`src/fpe_dummy_unused.sv`:
```
// Intentionally empty companion file
`timescale 1ns/1ps
`default_nettype none
`default_nettype wire

```
`src/fpe_pkg.sv`:
```
// Constants, field layout and command words for the flash program/erase port
package fpe_pkg;
   localparam logic [23:0] IO_ADDR_ATTR0  = 24'h0ffff9;
   localparam logic [23:0] IO_ADDR_BUSCTL = 24'hfffffb;
   localparam logic [23:0] IO_ADDR_OPMODE = 24'hfffffc;
   localparam logic [23:0] ATTR0_RST      = 24'h000000;
   localparam logic [23:0] BUSCTL_RST     = 24'h000000;
   localparam logic [23:0] OPMODE_RST     = 24'h000000;
   localparam int ATTR_TYPE_LSB  = 0;
   localparam logic [1:0] ATTR_TYPE_ASYNC = 2'h1;
   localparam int ATTR_POL_BIT   = 2;
   localparam int ATTR_PSP_BIT   = 3;
   localparam int ATTR_XSP_BIT   = 4;
   localparam int ATTR_YSP_BIT   = 5;
   localparam int ATTR_SWAP_BIT  = 6;
   localparam int ATTR_PACK_BIT  = 7;
   localparam int ATTR_NCMP_LSB  = 8;
   localparam int ATTR_CMPV_LSB  = 12;
   localparam int WS0_LSB        = 0;
   localparam int WS1_LSB        = 5;
   localparam int WS2_LSB        = 10;
   localparam int WS3_LSB        = 13;
   localparam int WSDEF_LSB      = 16;
   localparam int BUS_STATE_BIT  = 21;
   localparam int LOCK_HOLD_BIT  = 22;
   localparam int REQ_HOLD_BIT   = 23;
   localparam int EXT_DIS_BIT    = 4;
   localparam int TA_SYNC_BIT    = 11;
   localparam int BB_SLOW_BIT    = 12;
   localparam int PRIO_DIS_BIT   = 14;
   localparam logic [23:0] BANK_BASE_DEF = 24'hc00000;
   localparam logic [23:0] UNLOCK1_ADDR  = 24'h005555;
   localparam logic [23:0] UNLOCK2_ADDR  = 24'h002aaa;
   localparam logic [23:0] UNLOCK1_DATA  = 24'haaaaaa;
   localparam logic [23:0] UNLOCK2_DATA  = 24'h555555;
   localparam logic [23:0] PROG_CMD      = 24'ha0a0a0;
   localparam logic [23:0] ERASE_SETUP   = 24'h808080;
   localparam logic [23:0] ERASE_CMD     = 24'h303030;
   localparam logic [23:0] ERASED_WORD   = 24'hffffff;
   localparam int SECTOR_SHIFT   = 16;
   localparam int SECTOR_IDX_W   = 3;
   localparam logic [2:0] PROG_LAST_STEP  = 3'h4;
   localparam logic [2:0] ERASE_LAST_STEP = 3'h6;
   localparam logic [5:0] AUTO_WAIT      = 6'h01;
   localparam logic [1:0] SYNC_SETTLE    = 2'h3;
   typedef enum logic [1:0] {SPACE_P, SPACE_X, SPACE_Y} fpe_space_type;
   typedef enum logic {OP_PROGRAM, OP_ERASE} fpe_op_type;
   typedef enum logic [2:0] {ST_IDLE, ST_STROBE, ST_CHECK, ST_RELEASE} fpe_state_type;
endpackage

```
`src/fpe_flash_port.sv`:
```
// Flash program/erase sequencer with attribute decode and wait-state control
`timescale 1ns/1ps
`default_nettype none
module fpe_flash_port #(
   parameter logic [23:0] BANK_BASE = fpe_pkg::BANK_BASE_DEF
) (
   input  wire logic                  core_clk,
   input  wire logic                  sys_rst,
   input  wire logic                  clkEn,
   input  wire logic [23:0]           ioAddr,
   input  wire logic                  ioWr,
   input  wire logic                  ioRd,
   input  wire logic [23:0]           ioWdata,
   output logic      [23:0]           ioRdata,
   input  wire logic                  cmdStart,
   input  wire fpe_pkg::fpe_op_type    cmdOp,
   input  wire fpe_pkg::fpe_space_type cmdSpace,
   input  wire logic [23:0]           cmdAddr,
   input  wire logic [23:0]           cmdData,
   output logic                       seqBusy,
   output logic                       seqDone,
   output logic                       seqRefused,
   output logic      [23:0]           extAddr,
   input  wire logic [23:0]           extDataIn,
   output logic      [23:0]           extDataOut,
   output logic                       extDataOeN,
   output logic                       extWrN,
   output logic                       extRdN,
   output logic                       attributePinZero,
   input  wire logic                  transferAckInputN,
   output logic                       busBusyOutputN
);
   logic [23:0] attrReg, attrNext, busCtlReg, busCtlNext, opModeReg, opModeNext;
   logic        attrWrittenReg, attrWrittenNext;
   logic [23:0] ioRdataNext;
   logic        taS1Reg, taS2Reg, taS3Reg, taStableReg, taStableNext;
   logic [23:0] dS1Reg, dS2Reg, dS3Reg, dStableReg, dStableNext;
   logic        dAgree;
   fpe_pkg::fpe_state_type stateReg, stateNext;
   fpe_pkg::fpe_op_type    opReg, opNext;
   fpe_pkg::fpe_space_type spaceReg, spaceNext;
   logic [2:0]  stepReg, stepNext, launchStep;
   logic [23:0] addrReg, addrNext, dataReg, dataNext;
   logic [5:0]  waitReg, waitNext;
   logic [1:0]  chkReg, chkNext;
   logic        readReg, readNext, doLaunch, hit, bbHoldReg, bbHoldNext;
   logic [23:0] phys, extAddrNext, extDataOutNext;
   logic        extDataOeNNext, extWrNNext, extRdNNext, attrPinNext, busyNNext;
   logic        seqDoneNext, seqRefusedNext, seqBusyNext;

   // Top address bits compared against the stored value, per enabled space
   function automatic logic attrHit(input logic [23:0] a, input logic [23:0] r, input logic [1:0] sp);
      logic hitV;
      hitV = (sp == 2'(fpe_pkg::SPACE_P)) ? r[fpe_pkg::ATTR_PSP_BIT] :
             (sp == 2'(fpe_pkg::SPACE_X)) ? r[fpe_pkg::ATTR_XSP_BIT] : r[fpe_pkg::ATTR_YSP_BIT];
      for (int i = 0; i < 12; i++)
      begin
         if (i < int'(r[fpe_pkg::ATTR_NCMP_LSB +: 4]) && a[23-i] != r[23-i])
         begin
            hitV = 1'b0;
         end
      end
      return hitV;
   endfunction

   // Bank-relative offset of each step of the sequence
   function automatic logic [23:0] stepOffset(input logic [2:0] s, input logic er, input logic [23:0] a);
      logic [23:0] sector;
      sector = 24'(a[fpe_pkg::SECTOR_SHIFT +: fpe_pkg::SECTOR_IDX_W]) << fpe_pkg::SECTOR_SHIFT;
      case (s)
         3'h0, 3'h2: stepOffset = fpe_pkg::UNLOCK1_ADDR;
         3'h1:       stepOffset = fpe_pkg::UNLOCK2_ADDR;
         3'h3:       stepOffset = er ? fpe_pkg::UNLOCK1_ADDR : a;
         3'h4:       stepOffset = er ? fpe_pkg::UNLOCK2_ADDR : a;
         default:    stepOffset = sector;
      endcase
   endfunction

   // Command words already carry the byte on every lane
   function automatic logic [23:0] stepData(input logic [2:0] s, input logic er, input logic [23:0] d);
      case (s)
         3'h0:    stepData = fpe_pkg::UNLOCK1_DATA;
         3'h1:    stepData = fpe_pkg::UNLOCK2_DATA;
         3'h2:    stepData = er ? fpe_pkg::ERASE_SETUP : fpe_pkg::PROG_CMD;
         3'h3:    stepData = er ? fpe_pkg::UNLOCK1_DATA : d;
         3'h4:    stepData = fpe_pkg::UNLOCK2_DATA;
         default: stepData = fpe_pkg::ERASE_CMD;
      endcase
   endfunction

   // Register file
   always_comb
   begin
      attrNext = attrReg;
      busCtlNext = busCtlReg;
      opModeNext = opModeReg;
      attrWrittenNext = attrWrittenReg;
      ioRdataNext = ioRdata;
      if (ioWr)
      begin
         // Pack, hold and priority bits are stored for software only
         if (ioAddr == fpe_pkg::IO_ADDR_ATTR0)
         begin
            attrNext = ioWdata;
            attrWrittenNext = 1'b1;
         end
         if (ioAddr == fpe_pkg::IO_ADDR_BUSCTL)
         begin
            busCtlNext = ioWdata;
            busCtlNext[fpe_pkg::BUS_STATE_BIT] = 1'b0;
         end
         if (ioAddr == fpe_pkg::IO_ADDR_OPMODE)
         begin
            opModeNext = ioWdata;
         end
      end
      if (ioRd)
      begin
         case (ioAddr)
            fpe_pkg::IO_ADDR_ATTR0:  ioRdataNext = attrReg;
            // Invert before widening, or the upper hold bits read back as ones
            fpe_pkg::IO_ADDR_BUSCTL: ioRdataNext = busCtlReg | (24'({~busBusyOutputN}) << fpe_pkg::BUS_STATE_BIT);
            fpe_pkg::IO_ADDR_OPMODE: ioRdataNext = opModeReg;
            default:                 ioRdataNext = 24'h000000;
         endcase
      end
   end

   always_ff @(posedge core_clk)
   begin
      if (sys_rst)
      begin
         attrReg <= fpe_pkg::ATTR0_RST;
         busCtlReg <= fpe_pkg::BUSCTL_RST;
         opModeReg <= fpe_pkg::OPMODE_RST;
         attrWrittenReg <= 1'b0;
         ioRdata <= 24'h000000;
      end
      else if (clkEn)
      begin
         attrReg <= attrNext;
         busCtlReg <= busCtlNext;
         opModeReg <= opModeNext;
         attrWrittenReg <= attrWrittenNext;
         ioRdata <= ioRdataNext;
      end
   end

   // Pin synchronisers; only stages two and three are compared
   assign dAgree = (dS2Reg == dS3Reg);
   always_comb
   begin
      taStableNext = (taS2Reg == taS3Reg) ? taS3Reg : taStableReg;
      dStableNext = dAgree ? dS3Reg : dStableReg;
   end

   always_ff @(posedge core_clk)
   begin
      if (sys_rst)
      begin
         {taS1Reg, taS2Reg, taS3Reg, taStableReg} <= 4'hf;
         {dS1Reg, dS2Reg, dS3Reg, dStableReg} <= 96'h0;
      end
      else if (clkEn)
      begin
         {taS1Reg, taS2Reg, taS3Reg} <= {transferAckInputN, taS1Reg, taS2Reg};
         {dS1Reg, dS2Reg, dS3Reg} <= {extDataIn, dS1Reg, dS2Reg};
         taStableReg <= taStableNext;
         dStableReg <= dStableNext;
      end
   end

   // Sequencer and external bus
   always_comb
   begin
      stateNext = stateReg;
      opNext = opReg;
      spaceNext = spaceReg;
      stepNext = stepReg;
      addrNext = addrReg;
      dataNext = dataReg;
      waitNext = waitReg;
      chkNext = chkReg;
      readNext = readReg;
      bbHoldNext = 1'b0;
      extAddrNext = extAddr;
      extDataOutNext = extDataOut;
      extDataOeNNext = extDataOeN;
      extWrNNext = extWrN;
      extRdNNext = extRdN;
      attrPinNext = attributePinZero;
      busyNNext = busBusyOutputN;
      seqDoneNext = 1'b0;
      seqRefusedNext = 1'b0;
      doLaunch = 1'b0;
      launchStep = stepReg;
      case (stateReg)
         fpe_pkg::ST_IDLE:
         begin
            busyNNext = ~bbHoldReg;
            if (cmdStart && opModeReg[fpe_pkg::EXT_DIS_BIT])
            begin
               seqRefusedNext = 1'b1;
            end
            else if (cmdStart)
            begin
               opNext = cmdOp;
               spaceNext = cmdSpace;
               addrNext = cmdAddr;
               dataNext = cmdData;
               doLaunch = 1'b1;
               launchStep = 3'h0;
            end
         end
         fpe_pkg::ST_STROBE:
         begin
            if (waitReg != 6'h00)
            begin
               waitNext = waitReg - 6'h01;
            end
            else if (!opModeReg[fpe_pkg::TA_SYNC_BIT] || !taStableReg)
            begin
               if (readReg)
               begin
                  chkNext = fpe_pkg::SYNC_SETTLE;
                  stateNext = fpe_pkg::ST_CHECK;
               end
               else
               begin
                  extWrNNext = 1'b1;
                  extDataOeNNext = 1'b1;
                  stateNext = fpe_pkg::ST_RELEASE;
               end
            end
         end
         fpe_pkg::ST_CHECK:
         begin
            // Read strobe stays low until the synchronised word has settled
            if (chkReg != 2'h0)
            begin
               chkNext = chkReg - 2'h1;
            end
            else if (dAgree)
            begin
               extRdNNext = 1'b1;
               if (dStableNext == ((opReg == fpe_pkg::OP_ERASE) ? fpe_pkg::ERASED_WORD : dataReg))
               begin
                  seqDoneNext = 1'b1;
                  bbHoldNext = opModeReg[fpe_pkg::BB_SLOW_BIT];
                  stateNext = fpe_pkg::ST_IDLE;
               end
               else
               begin
                  stateNext = fpe_pkg::ST_RELEASE;
               end
            end
         end
         fpe_pkg::ST_RELEASE:
         begin
            doLaunch = 1'b1;
            launchStep = readReg ? stepReg : stepReg + 3'h1;
         end
         default:
         begin
            stateNext = fpe_pkg::ST_IDLE;
         end
      endcase
      phys = BANK_BASE + stepOffset(launchStep, opNext == fpe_pkg::OP_ERASE, addrNext);
      hit = attrHit(phys, attrReg, 2'(spaceNext)) &&
            attrReg[fpe_pkg::ATTR_TYPE_LSB +: 2] == fpe_pkg::ATTR_TYPE_ASYNC;
      if (doLaunch)
      begin
         stepNext = launchStep;
         readNext = launchStep == ((opNext == fpe_pkg::OP_ERASE) ? fpe_pkg::ERASE_LAST_STEP : fpe_pkg::PROG_LAST_STEP);
         extAddrNext = (hit && attrReg[fpe_pkg::ATTR_SWAP_BIT]) ? {phys[7:0], phys[15:0]} : phys;
         extDataOutNext = stepData(launchStep, opNext == fpe_pkg::OP_ERASE, dataNext);
         extDataOeNNext = readNext;
         extWrNNext = readNext;
         extRdNNext = ~readNext;
         attrPinNext = attrWrittenReg ? (hit == attrReg[fpe_pkg::ATTR_POL_BIT]) : 1'b1;
         waitNext = (hit ? {1'b0, busCtlReg[fpe_pkg::WS0_LSB +: 5]} : {1'b0, busCtlReg[fpe_pkg::WSDEF_LSB +: 5]})
                    + fpe_pkg::AUTO_WAIT;
         busyNNext = 1'b0;
         stateNext = fpe_pkg::ST_STROBE;
      end
      seqBusyNext = stateNext != fpe_pkg::ST_IDLE;
   end

   always_ff @(posedge core_clk)
   begin
      if (sys_rst)
      begin
         stateReg <= fpe_pkg::ST_IDLE;
         opReg <= fpe_pkg::OP_PROGRAM;
         spaceReg <= fpe_pkg::SPACE_P;
         {stepReg, addrReg, dataReg, waitReg, chkReg, readReg, bbHoldReg} <= 61'h0;
         {extAddr, extDataOut} <= 48'h0;
         {extDataOeN, extWrN, extRdN, attributePinZero, busBusyOutputN} <= 5'h1f;
         {seqDone, seqRefused, seqBusy} <= 3'h0;
      end
      else if (clkEn)
      begin
         stateReg <= stateNext;
         opReg <= opNext;
         spaceReg <= spaceNext;
         {stepReg, addrReg, dataReg, waitReg, chkReg, readReg, bbHoldReg} <=
            {stepNext, addrNext, dataNext, waitNext, chkNext, readNext, bbHoldNext};
         {extAddr, extDataOut} <= {extAddrNext, extDataOutNext};
         {extDataOeN, extWrN, extRdN, attributePinZero, busBusyOutputN} <=
            {extDataOeNNext, extWrNNext, extRdNNext, attrPinNext, busyNNext};
         {seqDone, seqRefused, seqBusy} <= {seqDoneNext, seqRefusedNext, seqBusyNext};
      end
   end
endmodule
`default_nettype wire

```
`config.mk`:
```
export PLATFORM = sky130hd
export DESIGN_NAME = fpe_flash_port
export DESIGN_NICKNAME = d
export VERILOG_FILES = /design/src/fpe_dummy_unused.sv /design/src/fpe_pkg.sv /design/src/fpe_flash_port.sv
export SDC_FILE = /design/constraint.sdc
export NUM_CORES = 1
export LEC_CHECK = 0
export ABC_AREA = 1
export BUFFER_PORTS_ARGS = -buffer_cell sky130_fd_sc_hd__buf_2
export CORE_MARGIN = 1.5
export CORE_UTILIZATION = 40
export CTS_BUF_LIST = sky130_fd_sc_hd__clkbuf_8
export DETAILED_ROUTE_END_ITERATION = 10
export PLACE_DENSITY = 0.64
export SETUP_SLACK_MARGIN = 0.02
export SYNTH_ARGS = -nofsm -noshare
export SYNTH_HDL_FRONTEND = slang
export SYNTH_SLANG_ARGS = --single-unit
```
`constraint.sdc`:
```
create_clock -name core_clk -period 3.7 [get_ports core_clk]
set_clock_uncertainty 0.05 [all_clocks]
set_input_delay 0.185 -clock core_clk [delete_from_list [all_inputs] [get_ports core_clk]]
set_output_delay 0.185 -clock core_clk [all_outputs]
set_load 0.02 [all_outputs]
```
# Word-level counts from Yosys, hierarchy flattened
# Index checks and enable logic that the tools add are counted.
op_classes:
  bitwise: 4
  mux: 83
  add_sub_neg: 5
  reduce_logical: 45
  eq_ne: 36
  order_cmp: 12
op_table:
  columns: ["cell", "count"]
  rows:
  - ["two-way mux 24 bit", 12]
  - ["one-hot mux 24 bit (4 select lines)", 2]
  - ["one-hot mux 24 bit (3 select lines)", 1]
  - ["== test 24 bit", 2]
  - ["== test 24 bit (second input constant)", 2]
  - ["two-way mux 1 bit", 42]
  - ["adder 24 bit (first input constant)", 1]
  - ["== test 24 x 20 -> 1 bit (second input constant)", 1]
  - ["two-way mux 3 bit", 8]
  - ["bitwise OR 24 x 22 -> 24 bit", 1]
  - ["two-way mux 22 bit", 1]
  - ["two-way mux 2 bit", 9]
  - ["two-way mux 6 bit", 3]
  - ["less-than comparator 3 x 4 -> 1 bit (first input constant)", 4]
  - ["less-than comparator 4 bit (first input constant)", 4]
  - ["nonzero test 2 bit", 8]
  - ["logical AND 1 bit", 15]
  - ["== test 3 x 2 -> 1 bit (second input constant)", 4]
  - ["inequality test 1 bit", 12]
  - ["inequality test 2 bit (second input constant)", 6]
  - ["AND reduction 3 bit", 4]
  - ["one-hot mux 3 bit (3 select lines)", 1]
  - ["less-than comparator 1 x 4 -> 1 bit (first input constant)", 2]
  - ["less-than comparator 2 x 4 -> 1 bit (first input constant)", 2]
  - ["other kinds (26)", 38]
totals:
  ff_bits: 318
  wordCells: 217
  inputBits: 130
  out_inout_bits: 80

# Logic depth before layout (Yosys ltp)
# Gate-level depths: netlist (run 1).
depth:
  depth_word: 25
  depth_mapped: 25
  depth_no_buf: 25

# Least setup slack after synthesis (run 1)
# OpenSTA, ideal clock, no wires.
synth_timing:
  path_kind: "register -> register"
  from: "register stepReg[0]"
  to: "register waitReg[1]"
  t_required_ns: 3.513
  setup_time_ns: 0.137
  period_less_slack_ns: 2.832
  path_buffers: 0
  setup_slack_ns: 0.868
  path_stages_with_launch: 21
  arrival_ns: 2.645
  path_cell_list: "dfxtp_1 -> ha_1 -> nand2_1 -> nand2_1 -> nand2_2 -> nand3_4 -> nor2_4 -> nand3_1 -> nand3_2 -> nand2_1 -> nor2_1 -> o21ai_2 -> nor2_4 -> nand2_4 -> nand2_1 -> nand2_2 -> ha_1 -> nand2_1 -> o21ai_0 -> o21ai_0 -> a21oi_1"
synth_between:
  elab_chain_cells: 25
  word_cells_on_any_way: 53
  cone_classes: "3 x add/sub; 16 x eq/ne; 19 x mux; 15 x reduce/logical"
synth_rtl:
  columns: ["item", "line_no", "text"]
  rows:
  - ["from (decl)", "fpe_flash_port.sv:42", "logic [2:0] stepReg, stepNext, launchStep;"]
  - ["from (signal assigned)", "fpe_flash_port.sv:306", "{stepReg, addrReg, dataReg, waitReg, chkReg, readReg, bbHoldReg} <="]
  - ["adder 3 x 1 -> 3 bit or two-way mux 3 bit (tied branches)", "fpe_flash_port.sv:261, fpe_flash_port.sv:205", null]
  - ["two-way mux 3 bit (on tied branches)", "fpe_flash_port.sv:261, fpe_flash_port.sv:201", null]
  - ["one-hot mux 3 bit (2 select lines) *", "fpe_flash_port.sv:197", "case (stateReg)"]
  - ["== test 3 x 2 -> 1 bit or logical NOT 3 bit (tied branches)", "fpe_flash_port.sv:70", "case (s)"]
  - ["OR reduction 2 bit", "fpe_flash_port.sv:70", null]
  - ["one-hot mux 24 bit (4 select lines) *", "fpe_flash_port.sv:70", null]
  - ["adder 24 bit *", "fpe_flash_port.sv:268", "phys = BANK_BASE + stepOffset(launchStep, opNext == fpe_pkg::OP_ERASE, addrNext);"]
  - ["inequality test 1 bit", "fpe_flash_port.sv:58", "if (i < int'(r[fpe_pkg::ATTR_NCMP_LSB +: 4]) && a[23-i] != r[23-i])"]
  - ["logical AND 1 bit", "fpe_flash_port.sv:58", null]
  - ["two-way mux 1 bit (11 in a row)", "fpe_flash_port.sv:58", null]
  - ["two-way mux 1 bit *", "fpe_flash_port.sv:58", null]
  - ["logical AND 1 bit *", "fpe_flash_port.sv:269", "hit = attrHit(phys, attrReg, 2'(spaceNext)) &&"]
  - ["two-way mux 5 bit *", "fpe_flash_port.sv:281", "waitNext = (hit ? {1'b0, busCtlReg[fpe_pkg::WS0_LSB +: 5]} : {1'b0, busCtlReg[fpe_pkg::WSDEF_LSB +: 5]})"]
  - ["adder 5 x 1 -> 6 bit *", "fpe_flash_port.sv:282", "+ fpe_pkg::AUTO_WAIT;"]
  - ["two-way mux 6 bit *", "fpe_flash_port.sv:271", "if (doLaunch)"]
  - ["to (signal assigned)", "fpe_flash_port.sv:306", null]
  - ["to (decl)", "fpe_flash_port.sv:44", "logic [5:0] waitReg, waitNext;"]
# Mark *: on every way between the ends. The rest lies on a longest branch, timed or not.
# A chain may end at the register's enable or synchronous reset.

# Final worst setup path (run 1)
layout_timing:
  from: "register dS3Reg[19]"
  to: "register seqBusy"
layout_between:
  elab_chain_cells: 9
layout_rtl:
  columns: ["item", "line_no", "text"]
  rows:
  - ["from (decl)", "fpe_flash_port.sv:37", "logic [23:0] dS1Reg, dS2Reg, dS3Reg, dStableReg, dStableNext;"]
  - ["from (signal assigned)", "fpe_flash_port.sv:167", "{dS1Reg, dS2Reg, dS3Reg} <= {extDataIn, dS1Reg, dS2Reg};"]
  - ["== test 24 bit", "fpe_flash_port.sv:150", "assign dAgree = (dS2Reg == dS3Reg);"]
  - ["two-way mux 24 bit", "fpe_flash_port.sv:154", "dStableNext = dAgree ? dS3Reg : dStableReg;"]
  - ["== test 24 bit", "fpe_flash_port.sv:246", "if (dStableNext == ((opReg == fpe_pkg::OP_ERASE) ? fpe_pkg::ERASED_WORD : dataReg))"]
  - ["two-way mux 2 bit", "fpe_flash_port.sv:246", null]
  - ["two-way mux 3 bit *", "fpe_flash_port.sv:243", "else if (dAgree)"]
  - ["two-way mux 3 bit *", "fpe_flash_port.sv:239", "if (chkReg != 2'h0)"]
  - ["one-hot mux 3 bit (3 select lines) *", "fpe_flash_port.sv:197", null]
  - ["two-way mux 3 bit *", "fpe_flash_port.sv:271", null]
  - ["nonzero test 3 bit *", "fpe_flash_port.sv:286", "seqBusyNext = stateNext != fpe_pkg::ST_IDLE;"]
  - ["to (signal assigned)", "fpe_flash_port.sv:311", "{seqDone, seqRefused, seqBusy} <= {seqDoneNext, seqRefusedNext, seqBusyNext};"]
  - ["to (decl)", "fpe_flash_port.sv:20", "output logic seqBusy,"]
# Marked as above.

==> results.txt, run 1 <==
- The flow ran to the end, and the final reports show no timing, DRC or antenna violations.
- The number of max-slew violations in the final report is 0.
- In this run the power spent charging and discharging nets is 2370 uW.
- Element type at the critical path start: flop
* Via count of the first global-routing pass: 14100
* Floorplan row count: 70
- After detailed routing, the number of remaining DRC violations is 0.
- Post-detailed-routing wire length: 46.3 mm
* Pre-CTS setup slack: 0.394 ns
- Main combinational cell family by area after synthesis: simple AND/OR/NAND/NOR gates
- Commonest cells after routing, fill and taps aside: sky130_fd_sc_hd__nand2_1, sky130_fd_sc_hd__dfxtp_1, sky130_fd_sc_hd__inv_1, sky130_fd_sc_hd__nor2_1, sky130_fd_sc_hd__buf_2
* Worst Max-Slew Pin Slew: 0.990 ns
- Net count, final: 2517
- In the final routed layout, each cell accounts on average for 16.0 um.
- Number of fill cells in the layout: 3622
- Power share of the sequential group: 0.443
* Core box area: 36400 um^2
- GR Overflow Total: 0
- For this design the ratio of total power to cell area is 448 nW/um^2.
- Worst flop-to-flop path startpoint: dS3Reg[19]
- Setup total negative slack on the finished layout was measured at 0 ns.
* Utilization after layout: 0.507
* Post-Synth Simple-Gate Area: 0.238
- Area growth, synth to finish: 25.3%
- Setup violations remaining at the end of the flow were counted as 0.
- Number of hold violations in the final report: 0
- The die is 195 um wide.
- Setup repair after global routing could not meet its margin everywhere.
* Highest achievable clock rate: 288 MHz
- Counting cells, the worst reg-to-reg path comes to 17.
* Count of flip-flops with a built-in enable after synthesis: 0
- Routability-driven placement finished with a final weighted congestion of 0.868.
* Number of different library cells in the post-synthesis netlist: 46
- Counting flops and latches in the post-synthesis netlist gives 318.
- Iteration-0 DRC count of the detailed router: 1024
- After clock tree synthesis, the clock-pin slew on the worst setup and hold paths is 0.06 ns.
- H-tree levels: 2
* Layout cells sized above 1: 0.166
- Share of synthesized registers carrying an async set or reset: 0
- The finished cells cover 18500 um^2.
* Reg2reg setup slack: 0.22 ns
- Mux contribution to synthesized area: 0
- In this run the worst hold path is classified as in2reg.
- In this run the static leakage power is 0.00809 uW.
- Of the post-synthesis cell area, the dominant cell type holds 0.432.
- In the finished design, the share of the clock period the worst path needs comes to 0.940.
- In this run the vertical extent of the chip is 195 um.
- Adder and majority gate portion of the synthesized area: 0.00339
- Crit path time final: 3.48 ns
- For this run, the register share of the synthesized area comes to 0.432.
- Dividing the detail-routed via count by the number of cells gives 5.14.
- TritonCTS built the clock tree.
* Number of warnings reported in the yosys synthesis log: 0
- Of the total power, the share spent switching nets is 0.286.
- VDD sags by at most 0.000283 V.
- The fraction of the mapped netlist area in compound gates came to 0.215.
- The cell sitting at the root of the clock tree is a sky130_fd_sc_hd__clkbuf_8.
* Library cell with the largest summed area after synthesis: sky130_fd_sc_hd__dfxtp_1
- For the worst-skew pair, the clock arrives at the later sink with an insertion delay of 0.65 ns.
* Total CTS buffers: 55
- The number of antenna violations at the first check in global routing was 0.
- Across every metal layer, demand over resource in global routing totals 0.239.
- Capture point of the worst reg-to-reg path: seqBusy
- Each instance of the synthesized netlist takes up on average 7.01 um^2.
- Maxcap violations: 0
- Headroom to the max-slew limit came out at 0.339.
* Critical Path Start: dS3Reg[19]
- Entering global routing, the biggest net connects 89 pins.
* Initial core utilization: 0.405
- For this block, the via count after detailed routing is 14900.
- Buffers placed on the I/O ports in this run total 209.
- After legalization and detailed placement, the total HPWL measured 32.2 mm.
- Post-layout total power: 8280 uW
- Worst path arrival time: 3.96 ns
- Total I/O pin count: 210
* Critical path peak fanout: 18
- First-pass DRT Iterations: 5
- Antenna Diode Count: 0
* Largest cells by area after synthesis: sky130_fd_sc_hd__dfxtp_1, sky130_fd_sc_hd__nand2_1, sky130_fd_sc_hd__o21ai_0
- Portion of total power attributed to the clock network: 0.415
* Buffer depth of the longest clock path: 3
- The die covers 38000 um^2.
* TritonCTS Sinks: 318
- Global-route wire length before repair: 73.6 mm
- Following the worst setup path forward leads to its endpoint at seqBusy.
- Capturing element type of the critical path: flop
- The mapped netlist covers 14700 um^2.
- Of the total synthesized cell area, the portion taken by XOR and XNOR cells is 0.0154.
- Commonest register cell after synthesis: sky130_fd_sc_hd__dfxtp_1
* Endpoint required time on the critical path: 4.18 ns
- Number of instances in the synthesized netlist: 2105
* Worst Setup Path Type: reg2reg
* Commonest non-fill, non-tap cell in the layout: sky130_fd_sc_hd__nand2_1
- Proportion of power drawn by combinational gates: 0.142
* Final WS setup: 0.223 ns
- Internal power comes to 5910 uW.
* Net count after synthesis: 2239
- Once detail routing completed, the nets flagged for antenna violations numbered 0.
- Cell area after placement: 16100 um^2
==> power by group through the flow <==
stage               logic, uW  registers [uW]  clock network (uW)
finish                   1180            3670                3430
global route             1310            3680                3660
global placement         1060            3740                   0
CTS                      1160            3670                3500
detailed placement       1070            3740                   0
floorplan                 681            3760                   0
==> worst min-delay path by stage <==
stage,slack [ns],start,depth (start not counted),end
finish,0.07,cmdSpace[1],3,spaceReg[1]
global route,0.13,cmdSpace[1],3,spaceReg[1]
CTS,0.03,cmdSpace[1],3,spaceReg[1]
detailed placement,0.37,extDataIn[10],3,dS1Reg[10]
global placement,0.36,extDataIn[6],3,dS1Reg[6]
floorplan,0.25,extDataIn[23],2,dS1Reg[23]
==> synthesized netlist by cell type, types with 2 or more instances <==
cell type                  count
sky130_fd_sc_hd__nand2_1     443
sky130_fd_sc_hd__dfxtp_1     318
sky130_fd_sc_hd__inv_1       241
sky130_fd_sc_hd__nor2_1      227
sky130_fd_sc_hd__o21ai_0     214
sky130_fd_sc_hd__a21oi_1     163
sky130_fd_sc_hd__clkbuf_1    105
sky130_fd_sc_hd__o22ai_1      77
sky130_fd_sc_hd__nand3_1      64
sky130_fd_sc_hd__a211oi_1     50
sky130_fd_sc_hd__o221ai_1     24
sky130_fd_sc_hd__xor2_1       21
sky130_fd_sc_hd__nand4_1      20
sky130_fd_sc_hd__nand2_2      14
sky130_fd_sc_hd__nor3_1       13
sky130_fd_sc_hd__or2_2        10
sky130_fd_sc_hd__inv_2         9
sky130_fd_sc_hd__nand3_2       8
sky130_fd_sc_hd__o21ai_1       8
sky130_fd_sc_hd__a31oi_1       7
sky130_fd_sc_hd__o211ai_1      7
sky130_fd_sc_hd__buf_2         6
sky130_fd_sc_hd__nor2_2        6
sky130_fd_sc_hd__nor2_4        6
sky130_fd_sc_hd__buf_1         5
sky130_fd_sc_hd__nor4_1        5
sky130_fd_sc_hd__xnor2_1       5
sky130_fd_sc_hd__ha_1          4
sky130_fd_sc_hd__nand3b_1      4
sky130_fd_sc_hd__nand3_4       3
sky130_fd_sc_hd__a22oi_1       2
sky130_fd_sc_hd__buf_4         2
==> layer usage <==
layer,global-route usage,vias up,share of wire
met2,0.396,462,0.46
met5,0,-,0
met4,0.0853,0,0.027
met3,0.0368,84,0.054
met1,0.316,6819,0.46
li1,-,7523,-
==> what timing repair did <==
action	4_1_cts	5_1_grt
buffers inserted	0	4
hold buffers	103	0
resized for setup	0	31
endpoints found under the hold margin	195	0
endpoints found under the setup margin	0	4
==> flip-flops by register name, indices dropped and copies added, names as in the netlist, 2 cells and up <==
| register | cells |
|---|---|
| extDataOut | 24 |
| dStableReg | 24 |
| opModeReg | 24 |
| dS1Reg | 24 |
| dataReg | 24 |
| stateReg | 3 |
| extAddr | 24 |
| chkReg | 2 |
| ioRdata | 24 |
| dS2Reg | 24 |
| stepReg | 3 |
| spaceReg | 2 |
| waitReg | 6 |
| addrReg | 24 |
| dS3Reg | 24 |
| busCtlReg | 23 |
| attrReg | 24 |
==> area by class of cell <==
class                           instances  area, um^2  area share
Clock buffer                           80        1100      0.0596
Clock inverter                         23         113     0.00610
Inverter                              252         951      0.0515
Multi-Input combinational cell       1416        7020       0.380
Sequential cell                       318        6370       0.345
Tap cell                              468         586      0.0317
Timing Repair Buffer                  339        2330       0.126
Timing Repair inverter                  1        7.51    0.000406
==> per-stage QoR <==
stage	hold WS [ns]	cells
2_1_floorplan	0.248	2105
3_3_place_gp	0.357	2685
3_5_place_dp	0.366	2685
4_1_cts	0.0338	2891
5_1_grt	0.130	2897
6_report	0.0670	2897
==> critical path, cell delays in order (launching register included) <==
cell                            delay (ns)
sky130_fd_sc_hd__dfxtp_2              0.36
sky130_fd_sc_hd__or2_2                0.31
sky130_fd_sc_hd__a21oi_2              0.12
sky130_fd_sc_hd__nand4_1              0.15
sky130_fd_sc_hd__nor2_1               0.17
sky130_fd_sc_hd__nand2_2              0.16
sky130_fd_sc_hd__buf_12               0.21
sky130_fd_sc_hd__o21ai_1              0.30
sky130_fd_sc_hd__xor2_1               0.14
sky130_fd_sc_hd__nor2_1               0.13
sky130_fd_sc_hd__nand2_1              0.07
sky130_fd_sc_hd__nor2_2               0.12
sky130_fd_sc_hd__nand2_1              0.12
sky130_fd_sc_hd__nand2_1              0.08
sky130_fd_sc_hd__nand2_1              0.07
sky130_fd_sc_hd__a21boi_1             0.13
sky130_fd_sc_hd__a21oi_1              0.08
sky130_fd_sc_hd__dlygate4sd3_1        0.58
==> logic make-up (layout without fill, tap and decap cells) <==
| kind of cell | after synthesis | in the layout |
|---|---|---|
| and+or+nand+nor | 826 | 826 |
| DFF | 318 | 318 |
| xor gates and xnor gates | 26 | 26 |
| adders and majority gates | 4 | 4 |
| buffers and inverters | 371 | 695 |
| AOI/OAI and AO/OA | 560 | 560 |
No activity file was read; power rests on OpenSTA's default activity.
==> run 2, diff against run 1 <==
==> constraint.sdc (replaced) <==
create_clock -name core_clk -period 3.7 [get_ports core_clk]
set_clock_uncertainty 0.05 [all_clocks]
set_input_delay 0.555 -clock core_clk [delete_from_list [all_inputs] [get_ports core_clk]]
set_output_delay 0.555 -clock core_clk [all_outputs]
set_load 0.02 [all_outputs]
==> results.txt, run 2 (same netlist as run 1, synthesis figures left out) <==
- Number of fill cells in the layout: 3770 (+4.1%)
* Tightest Hold Check Type: in2reg
- Vias after detailed routing: 14500 (-2.3%)
* Pre-CTS setup slack: 0.172 ns (-0.222 ns)
- GR Overflow Total: 0 (unchanged)
- The initial DRC count was 1012 (-1.2%).
* Critical path's slowest cell: sky130_fd_sc_hd__dfxtp_1
- The count of instances resized after the clock tree is built was 0 (unchanged).
* Number of I/O port buffers: 209 (unchanged)
- Via count of the first global-routing pass: 13400 (-5.2%)
* Most frequent cell on the critical path: sky130_fd_sc_hd__nand2_1
- Final WS setup: 0.364 ns (+0.141 ns)
- The clock slew at the register clock pins of the worst setup and hold paths is 0.06 ns (about the same).
* Element type at the critical path start: flop
* Capturing element type of the critical path: flop
- The post-cts hold buffer count is 0 (-100%).
- Area growth, synth to finish: 17.0%
* Initial antenna violation count: 3 (+3)
- Final setup violation count: 0 (unchanged)
- The transition time at the pin with the least slew margin was 1.23 ns (+0.241 ns).
- The tree is rooted in a sky130_fd_sc_hd__clkbuf_8.
* Worst-case vdd ir drop: 0.000232 V (-18%)
* Final setup TNS: 0 ns (unchanged)
- The total clock buffers created by CTS came to 54 (-1.8%).
- The required time at the endpoint of the critical path came to 4.14 ns (-0.04 ns).
- The die height is 195 um (unchanged).
- Leaving out fill and tap cells, the most frequent cells in the layout are sky130_fd_sc_hd__nand2_1, sky130_fd_sc_hd__dfxtp_1, sky130_fd_sc_hd__inv_1, sky130_fd_sc_hd__nor2_1, sky130_fd_sc_hd__o21ai_0.
- Net count, final: 2415 (-4.1%)
- Total half-perimeter wirelength after legalization and detailed placement: 31.9 mm (-0.79%)
* Layout cells sized above 1: 0.161 (-0.00512)
* H-tree levels: 2 (unchanged)
- Total Die Area: 38000 um^2 (unchanged)
- Global-route wire length before repair: 70.9 mm (-3.7%)
- The largest driver fanout on the critical path was 11 (-7).
* Pins Over Slew Limit: 0 (unchanged)
- The count of max-cap constraint violations was 0 (unchanged).
- The overall global routing resource usage came to 0.231 (-0.00792).
- The register cell area after layout is 6370 um^2 (about the same).
* Clock latency at the later pin of the worst-skew pair: 0.62 ns (-0.03 ns)
- Final Cycle Share: 0.902 (-0.0381)
* Run status: finished clean
* Cell area after placement: 16200 um^2 (+0.53%)
* Routed wire length per instance: 16.1 um (+0.93%)
* Worst rel slew slack: 0.180 (-0.159)
* Cell family contributing the most delay on the critical path: simple AND/OR/NAND/NOR gates
- Floorplan row count: 70 (unchanged)
- Highest achievable clock rate: 300 MHz (+4.2%)
- Setup repair after global routing left no endpoint under its margin.
- Buffer depth of the longest clock path: 3 (unchanged)
- The shortest clock period the worst path allows after layout is 3.34 ns (-0.141 ns).
* Number of hold violations in the final report: 0 (unchanged)
- The cell area after layout was 17300 um^2 (-6.6%).
- The total I/O pin count is 210 (unchanged).
* TritonCTS Sinks: 318 (unchanged)
* Crit path cell chain: inv_2 -> nand2_1 -> nor2_1 -> nand2_1 -> nand3_4 -> nand2_2 -> nor2_4 -> nand2_1 -> nand2_1 -> nand2_1 -> nand3_1 -> nand2_1 -> nor2_1 -> nand2_1 -> nor2_4 -> nand2_4 -> nand2_1 -> nand2_2 -> ha_1 -> nand2_1 -> o21ai_0 -> o21ai_0 -> a21oi_1
- Core box area: 36400 um^2 (unchanged)
- Worst hold margin: 0.104 ns (+0.0366 ns)
* Leakage power total: 0.00762 uW (-5.8%)
- TritonCTS clock tree: done
- Number of setup buffers added after CTS: 0 (unchanged)
- The wire length after detailed routing was 45.0 mm (-2.8%).
- By startpoint and endpoint, the worst setup path is classified as reg2reg.
- The final weighted congestion of routability-driven global placement is 0.897 (+3.2%).
- The remaining number of nets flagged by the antenna check after routing came to 0 (unchanged).
* Buffers & Inverters on Critical Path: 1 (-1)
- The power per standard cell area came to 459 nW/um^2 (+2.5%).
- The critical path data arrival time was 3.77 ns (-0.19 ns).
* Maximum number of pins on one net before global-route repair: 86 (-3.4%)
* Commonest non-fill, non-tap cell in the layout: sky130_fd_sc_hd__nand2_1
- The detailed-router iteration count before antenna repair was 5 (unchanged).
* Post-detailed-route DRC marker count: 0 (unchanged)
- Delay of the slowest critical-path stage: 0.34 ns (-0.24 ns)
* Total area of multi-input combinational cells: 6980 um^2 (-0.55%)
- The die boundary width is 195 um (unchanged).
- Average vias per placed instance: 5.22 (+1.5%)
- Initial core utilization: 0.405 (unchanged)
[run 2: changes by cell type in the layout (fill, tap and decap cells not counted), moves of 3 or more]
cell                            delta
sky130_fd_sc_hd__dlygate4sd3_1   -103
sky130_fd_sc_hd__clkbuf_8         -15
sky130_fd_sc_hd__inv_1            +10
sky130_fd_sc_hd__o21ai_0           +9
sky130_fd_sc_hd__o21ai_1           -7
sky130_fd_sc_hd__nand2_1           +6
sky130_fd_sc_hd__nand2_2           -6
sky130_fd_sc_hd__buf_4             +5
sky130_fd_sc_hd__nor2_1            +3
sky130_fd_sc_hd__nor2_2            -3
[run 2: final cells by class]
cell class / count / share of cell area
Clock inverter: 30 / 0.0100
Multi-Input combinational cell: 1416 / 0.404
Clock buffer: 65 / 0.0518
Inverter: 252 / 0.0549
Antenna cell: 1 / 0.000145
Sequential cell: 318 / 0.369
Tap cell: 468 / 0.0339
Timing Repair Buffer: 239 / 0.0760
[run 2: metal layers]
layer / global-route usage / up-vias / share of wire
met5: 0 / - / 0.00029
met4: 0.0744 / 2 / 0.020
met2: 0.382 / 407 / 0.47
li1: - / 7308 / -
met1: 0.308 / 6754 / 0.45
met3: 0.0377 / 74 / 0.057
[run 2: worst paths after layout]
kind / cells past startpoint / end / start / slack (ns)
max: 23 / waitReg[1] / stateReg[2] / 0.36
min: 3 / dS1Reg[6] / extDataIn[6] / 0.10
max reg2reg: 23 / waitReg[1] / stateReg[2] / 0.36
min reg2reg: 2 / taS2Reg / taS1Reg / 0.40
[run 2: metrics by stage]
step	std cells	utilization	power, uW
2_1_floorplan	2105	-	4440
3_3_place_gp	2693	0.444	4810
3_5_place_dp	2693	0.444	4820
4_1_cts	2788	0.474	7990
5_1_grt	2789	0.474	8280
6_report	2789	0.474	7920
[run 2: worst reg2reg max path, stage by stage (launching register included)]
cell,delay [ns]
sky130_fd_sc_hd__dfxtp_1,0.34
sky130_fd_sc_hd__inv_2,0.12
sky130_fd_sc_hd__nand2_1,0.08
sky130_fd_sc_hd__nor2_1,0.24
sky130_fd_sc_hd__nand2_1,0.17
sky130_fd_sc_hd__nand3_4,0.16
sky130_fd_sc_hd__nand2_2,0.08
sky130_fd_sc_hd__nor2_4,0.26
sky130_fd_sc_hd__nand2_1,0.11
sky130_fd_sc_hd__nand2_1,0.10
sky130_fd_sc_hd__nand2_1,0.06
sky130_fd_sc_hd__nand3_1,0.07
sky130_fd_sc_hd__nand2_1,0.06
sky130_fd_sc_hd__nor2_1,0.10
sky130_fd_sc_hd__nand2_1,0.09
sky130_fd_sc_hd__nor2_4,0.18
sky130_fd_sc_hd__nand2_4,0.11
sky130_fd_sc_hd__nand2_1,0.09
sky130_fd_sc_hd__nand2_2,0.07
sky130_fd_sc_hd__ha_1,0.30
sky130_fd_sc_hd__nand2_1,0.07
sky130_fd_sc_hd__o21ai_0,0.08
sky130_fd_sc_hd__o21ai_0,0.15
sky130_fd_sc_hd__a21oi_1,0.05
[run 2: report_power, final]
part / total [uW] / switching [uW] / internal, uW
clock: 3170 / 1450 / 1710
combinational: 1090 / 732 / 360
sequential: 3670 / 92.6 / 3570
==> run 3, diff against run 2 <==
- ABC_CLOCK_PERIOD_IN_PS: default -> 3700
- BUFFER_PORTS_ARGS: -buffer_cell sky130_fd_sc_hd__buf_2 -> default
- CAP_MARGIN: default -> 10
- DONT_BUFFER_PORTS: default -> 1
- PLACE_DENSITY: 0.64 -> 0.59
==> results.txt, run 3 (same netlist as run 1, synthesis figures left out) <==
- Final setup violation count: 0 (unchanged)
- The min-delay analysis places its worst path in the category in2reg.
* Run status: finished clean
* Net count, final: 2241 (-7.2%)
- Worst Setup Path Type: reg2reg
- Total CTS buffers: 55 (+1.9%)
* Worst Max-Slew Pin Slew: 0.935 ns (-0.295 ns)
* Average vias per placed instance: 5.26 (+0.94%)
- The number of DRC violations after detailed routing came to 0 (unchanged).
* Core box area: 36400 um^2 (unchanged)
- Die outline width: 195 um (unchanged)
* Reg2reg setup slack: 0.33 ns (-0.03 ns)
- Global-route wire length before repair: 72.7 mm (+2.6%)
- The startpoint identified for the worst register-to-register timing path is stepReg[0].
- The cell count after placement was 2476 (-8.1%).
- The maximum resistive drop on vdd was 0.000287 V (+24%).
- Post-detailed-route count of antenna-violating nets: 0 (unchanged)
- Crit path time final: 3.37 ns (+0.0300 ns)
* Utilization after layout: 0.455 (-0.0188)
* Maximum number of pins on one net before global-route repair: 113 (+31%)
- The power per standard cell area was 470 nW/um^2 (+2.3%).
* Critical path peak fanout: 17 (+6)
- The initial DRC count was 858 (-15%).
* Capturing element type of the critical path: flop
- The post-route fraction of the period consumed by the critical path was 0.910 (+0.00810).
* Number of I/O port buffers: 0 (-100%)
- The slack of the critical path came to 0.334 ns (-0.0300 ns).
- The overall global routing resource usage is 0.239 (+0.00816).
- Post-layout instance count excluding filler cells: 2621 (-6.0%)
* Initial core utilization: 0.405 (unchanged)
* Worst hold margin: 0.0376 ns (-0.0659 ns)
* Total half-perimeter wirelength after legalization and detailed placement: 31.6 mm (-0.94%)
- The hold-critical path depth was 2 (-1).
- TritonCTS built the clock tree.
* Hold wc startpoint: extDataIn[17]
- Capture point of the worst reg-to-reg path: waitReg[1]
- The number of fillers in the final layout is 3756 (-0.37%).
- Element type at the critical path start: flop
- The accumulated negative setup slack came to 0 ns (unchanged).
* Clock-pin slew of the registers on the worst-case setup and hold paths: 0.07 ns (about the same)
- The required time at the endpoint of the critical path came to 4.17 ns (+0.03 ns).
- In the layout the commonest cells are sky130_fd_sc_hd__nand2_1, sky130_fd_sc_hd__dfxtp_1, sky130_fd_sc_hd__inv_1, sky130_fd_sc_hd__nor2_1, sky130_fd_sc_hd__o21ai_0.
* Unrepaired setup endpoints after global routing: no
- The fraction of layout cells with a size suffix above 1 came to 0.0782 (-0.0830).
- TritonCTS Sinks: 318 (unchanged)
* H-tree levels: 2 (unchanged)
* First-pass DRT Iterations: 5 (unchanged)
- The wire length after detailed routing was 45.6 mm (+1.5%).
- The number of cells traversed by the worst register-to-register path came to 19 (-17%).
* Chip height: 195 um (unchanged)
* Vias after detailed routing: 13800 (-5.1%)
* Number of hold violations in the final report: 0 (unchanged)
* Pins Over Slew Limit: 0 (unchanged)
* Worst rel slew slack: 0.376 (+0.197)
- The number of antenna violations at the first check in global routing came to 5 (+2).
* Hold Crit Endpoint: dS1Reg[17]
- The worst slack after detailed placement is 0.259 ns (+0.0866 ns).
- Via count of the first global-routing pass: 13300 (-0.40%)
- Total I/O pin count: 210 (unchanged)
- The aggregate global routing overflow came to 0 (unchanged).
* Root Buffer Master: sky130_fd_sc_hd__clkbuf_8
* Routed wire length per instance: 17.4 um (+8.0%)
* Buffer depth of the longest clock path: 3 (unchanged)
* Weighted congestion reported at the end of routability-driven placement: 0.886 (-1.2%)
- Total Die Area: 38000 um^2 (unchanged)
- Compared with the post-synthesis result, the final layout area differs by 12.4%.
- The count of max-cap constraint violations is 0 (unchanged).
* Commonest non-fill, non-tap cell in the layout: sky130_fd_sc_hd__nand2_1
- The achievable clock frequency came to 297 MHz (-0.89%).
- Clock latency at the later pin of the worst-skew pair: 0.65 ns (+0.03 ns)
* Floorplan row count: 70 (unchanged)
- The static leakage power came to 0.00682 uW (-11%).
- The critical path data arrival time is 3.83 ns (+0.06 ns).
run 3: worst max path at each step:
stage                          start          to  slack [ns]  depth (start not counted)
after floorplan             cmdStart  waitReg[1]        0.78                         20
after global placement      cmdStart  waitReg[1]        0.32                         23
after detailed placement    cmdStart  waitReg[1]        0.26                         23
after CTS                 stepReg[0]  waitReg[1]        0.34                         21
after global routing      stepReg[0]  waitReg[1]        0.03                         19
final                     stepReg[0]  waitReg[1]        0.33                         19
run 3: where the power goes:
group | switching [uW] | internal, uW | leakage, uW
Combinational | 627 | 305 | 0.00360
Sequential | 148 | 3570 | 0.00259
Clock | 1480 | 1650 | 0.000625
Total | 2260 | 5530 | 0.00682
run 3: layout make-up:
cell class	instances	area [um^2]	area share
Antenna cell	6	15.0	0.000906
Multi-Input combinational cell	1416	6980	0.421
Tap cell	468	586	0.0353
Sequential cell	318	6370	0.384
Clock inverter	29	129	0.00778
Clock buffer	68	936	0.0565
Timing Repair Buffer	64	611	0.0368
Inverter	252	947	0.0572
run 3: what timing repair did:
action | CTS | global route
hold endpoints to repair | 140 | 0
endpoints found under the setup margin | 0 | 6
hold buffers | 40 | 0
resized for setup | 0 | 1
setup buffers | 0 | 2
run 3: per-stage QoR:
| stage | total power, uW | area [um^2] |
|---|---|---|
| after floorplan | 4440 | 14700 |
| final | 7780 | 16600 |
| after detailed placement | 4660 | 15100 |
| after CTS | 7870 | 16500 |
| after global placement | 4650 | 15100 |
| after global routing | 8180 | 16600 |
run 3: per-layer routing:
layer | GRT usage | up-vias | routed length, um
met2 | 0.392 | 390 | 20900
met1 | 0.308 | 6346 | 20200
met4 | 0.0787 | 2 | 1300
met5 | 0 | - | 11
li1 | - | 6979 | -
met3 | 0.0596 | 81 | 3300
run 3: worst max-delay path, cell delays in order, from the launching register on:
cell	delay, ns
sky130_fd_sc_hd__dfxtp_1	0.46
sky130_fd_sc_hd__ha_1	0.21
sky130_fd_sc_hd__nand3_1	0.10
sky130_fd_sc_hd__nand2_1	0.08
sky130_fd_sc_hd__nor2_1	0.05
sky130_fd_sc_hd__nor2_2	0.25
sky130_fd_sc_hd__nand4_4	0.29
sky130_fd_sc_hd__nand3_2	0.24
sky130_fd_sc_hd__nand2_1	0.13
sky130_fd_sc_hd__nor2_1	0.14
sky130_fd_sc_hd__o21ai_2	0.09
sky130_fd_sc_hd__nor2_4	0.21
sky130_fd_sc_hd__nand2_4	0.12
sky130_fd_sc_hd__nand2_1	0.10
sky130_fd_sc_hd__nand2_2	0.07
sky130_fd_sc_hd__ha_1	0.29
sky130_fd_sc_hd__nand2_1	0.06
sky130_fd_sc_hd__o21ai_0	0.08
sky130_fd_sc_hd__o21ai_0	0.16
sky130_fd_sc_hd__a21oi_1	0.06
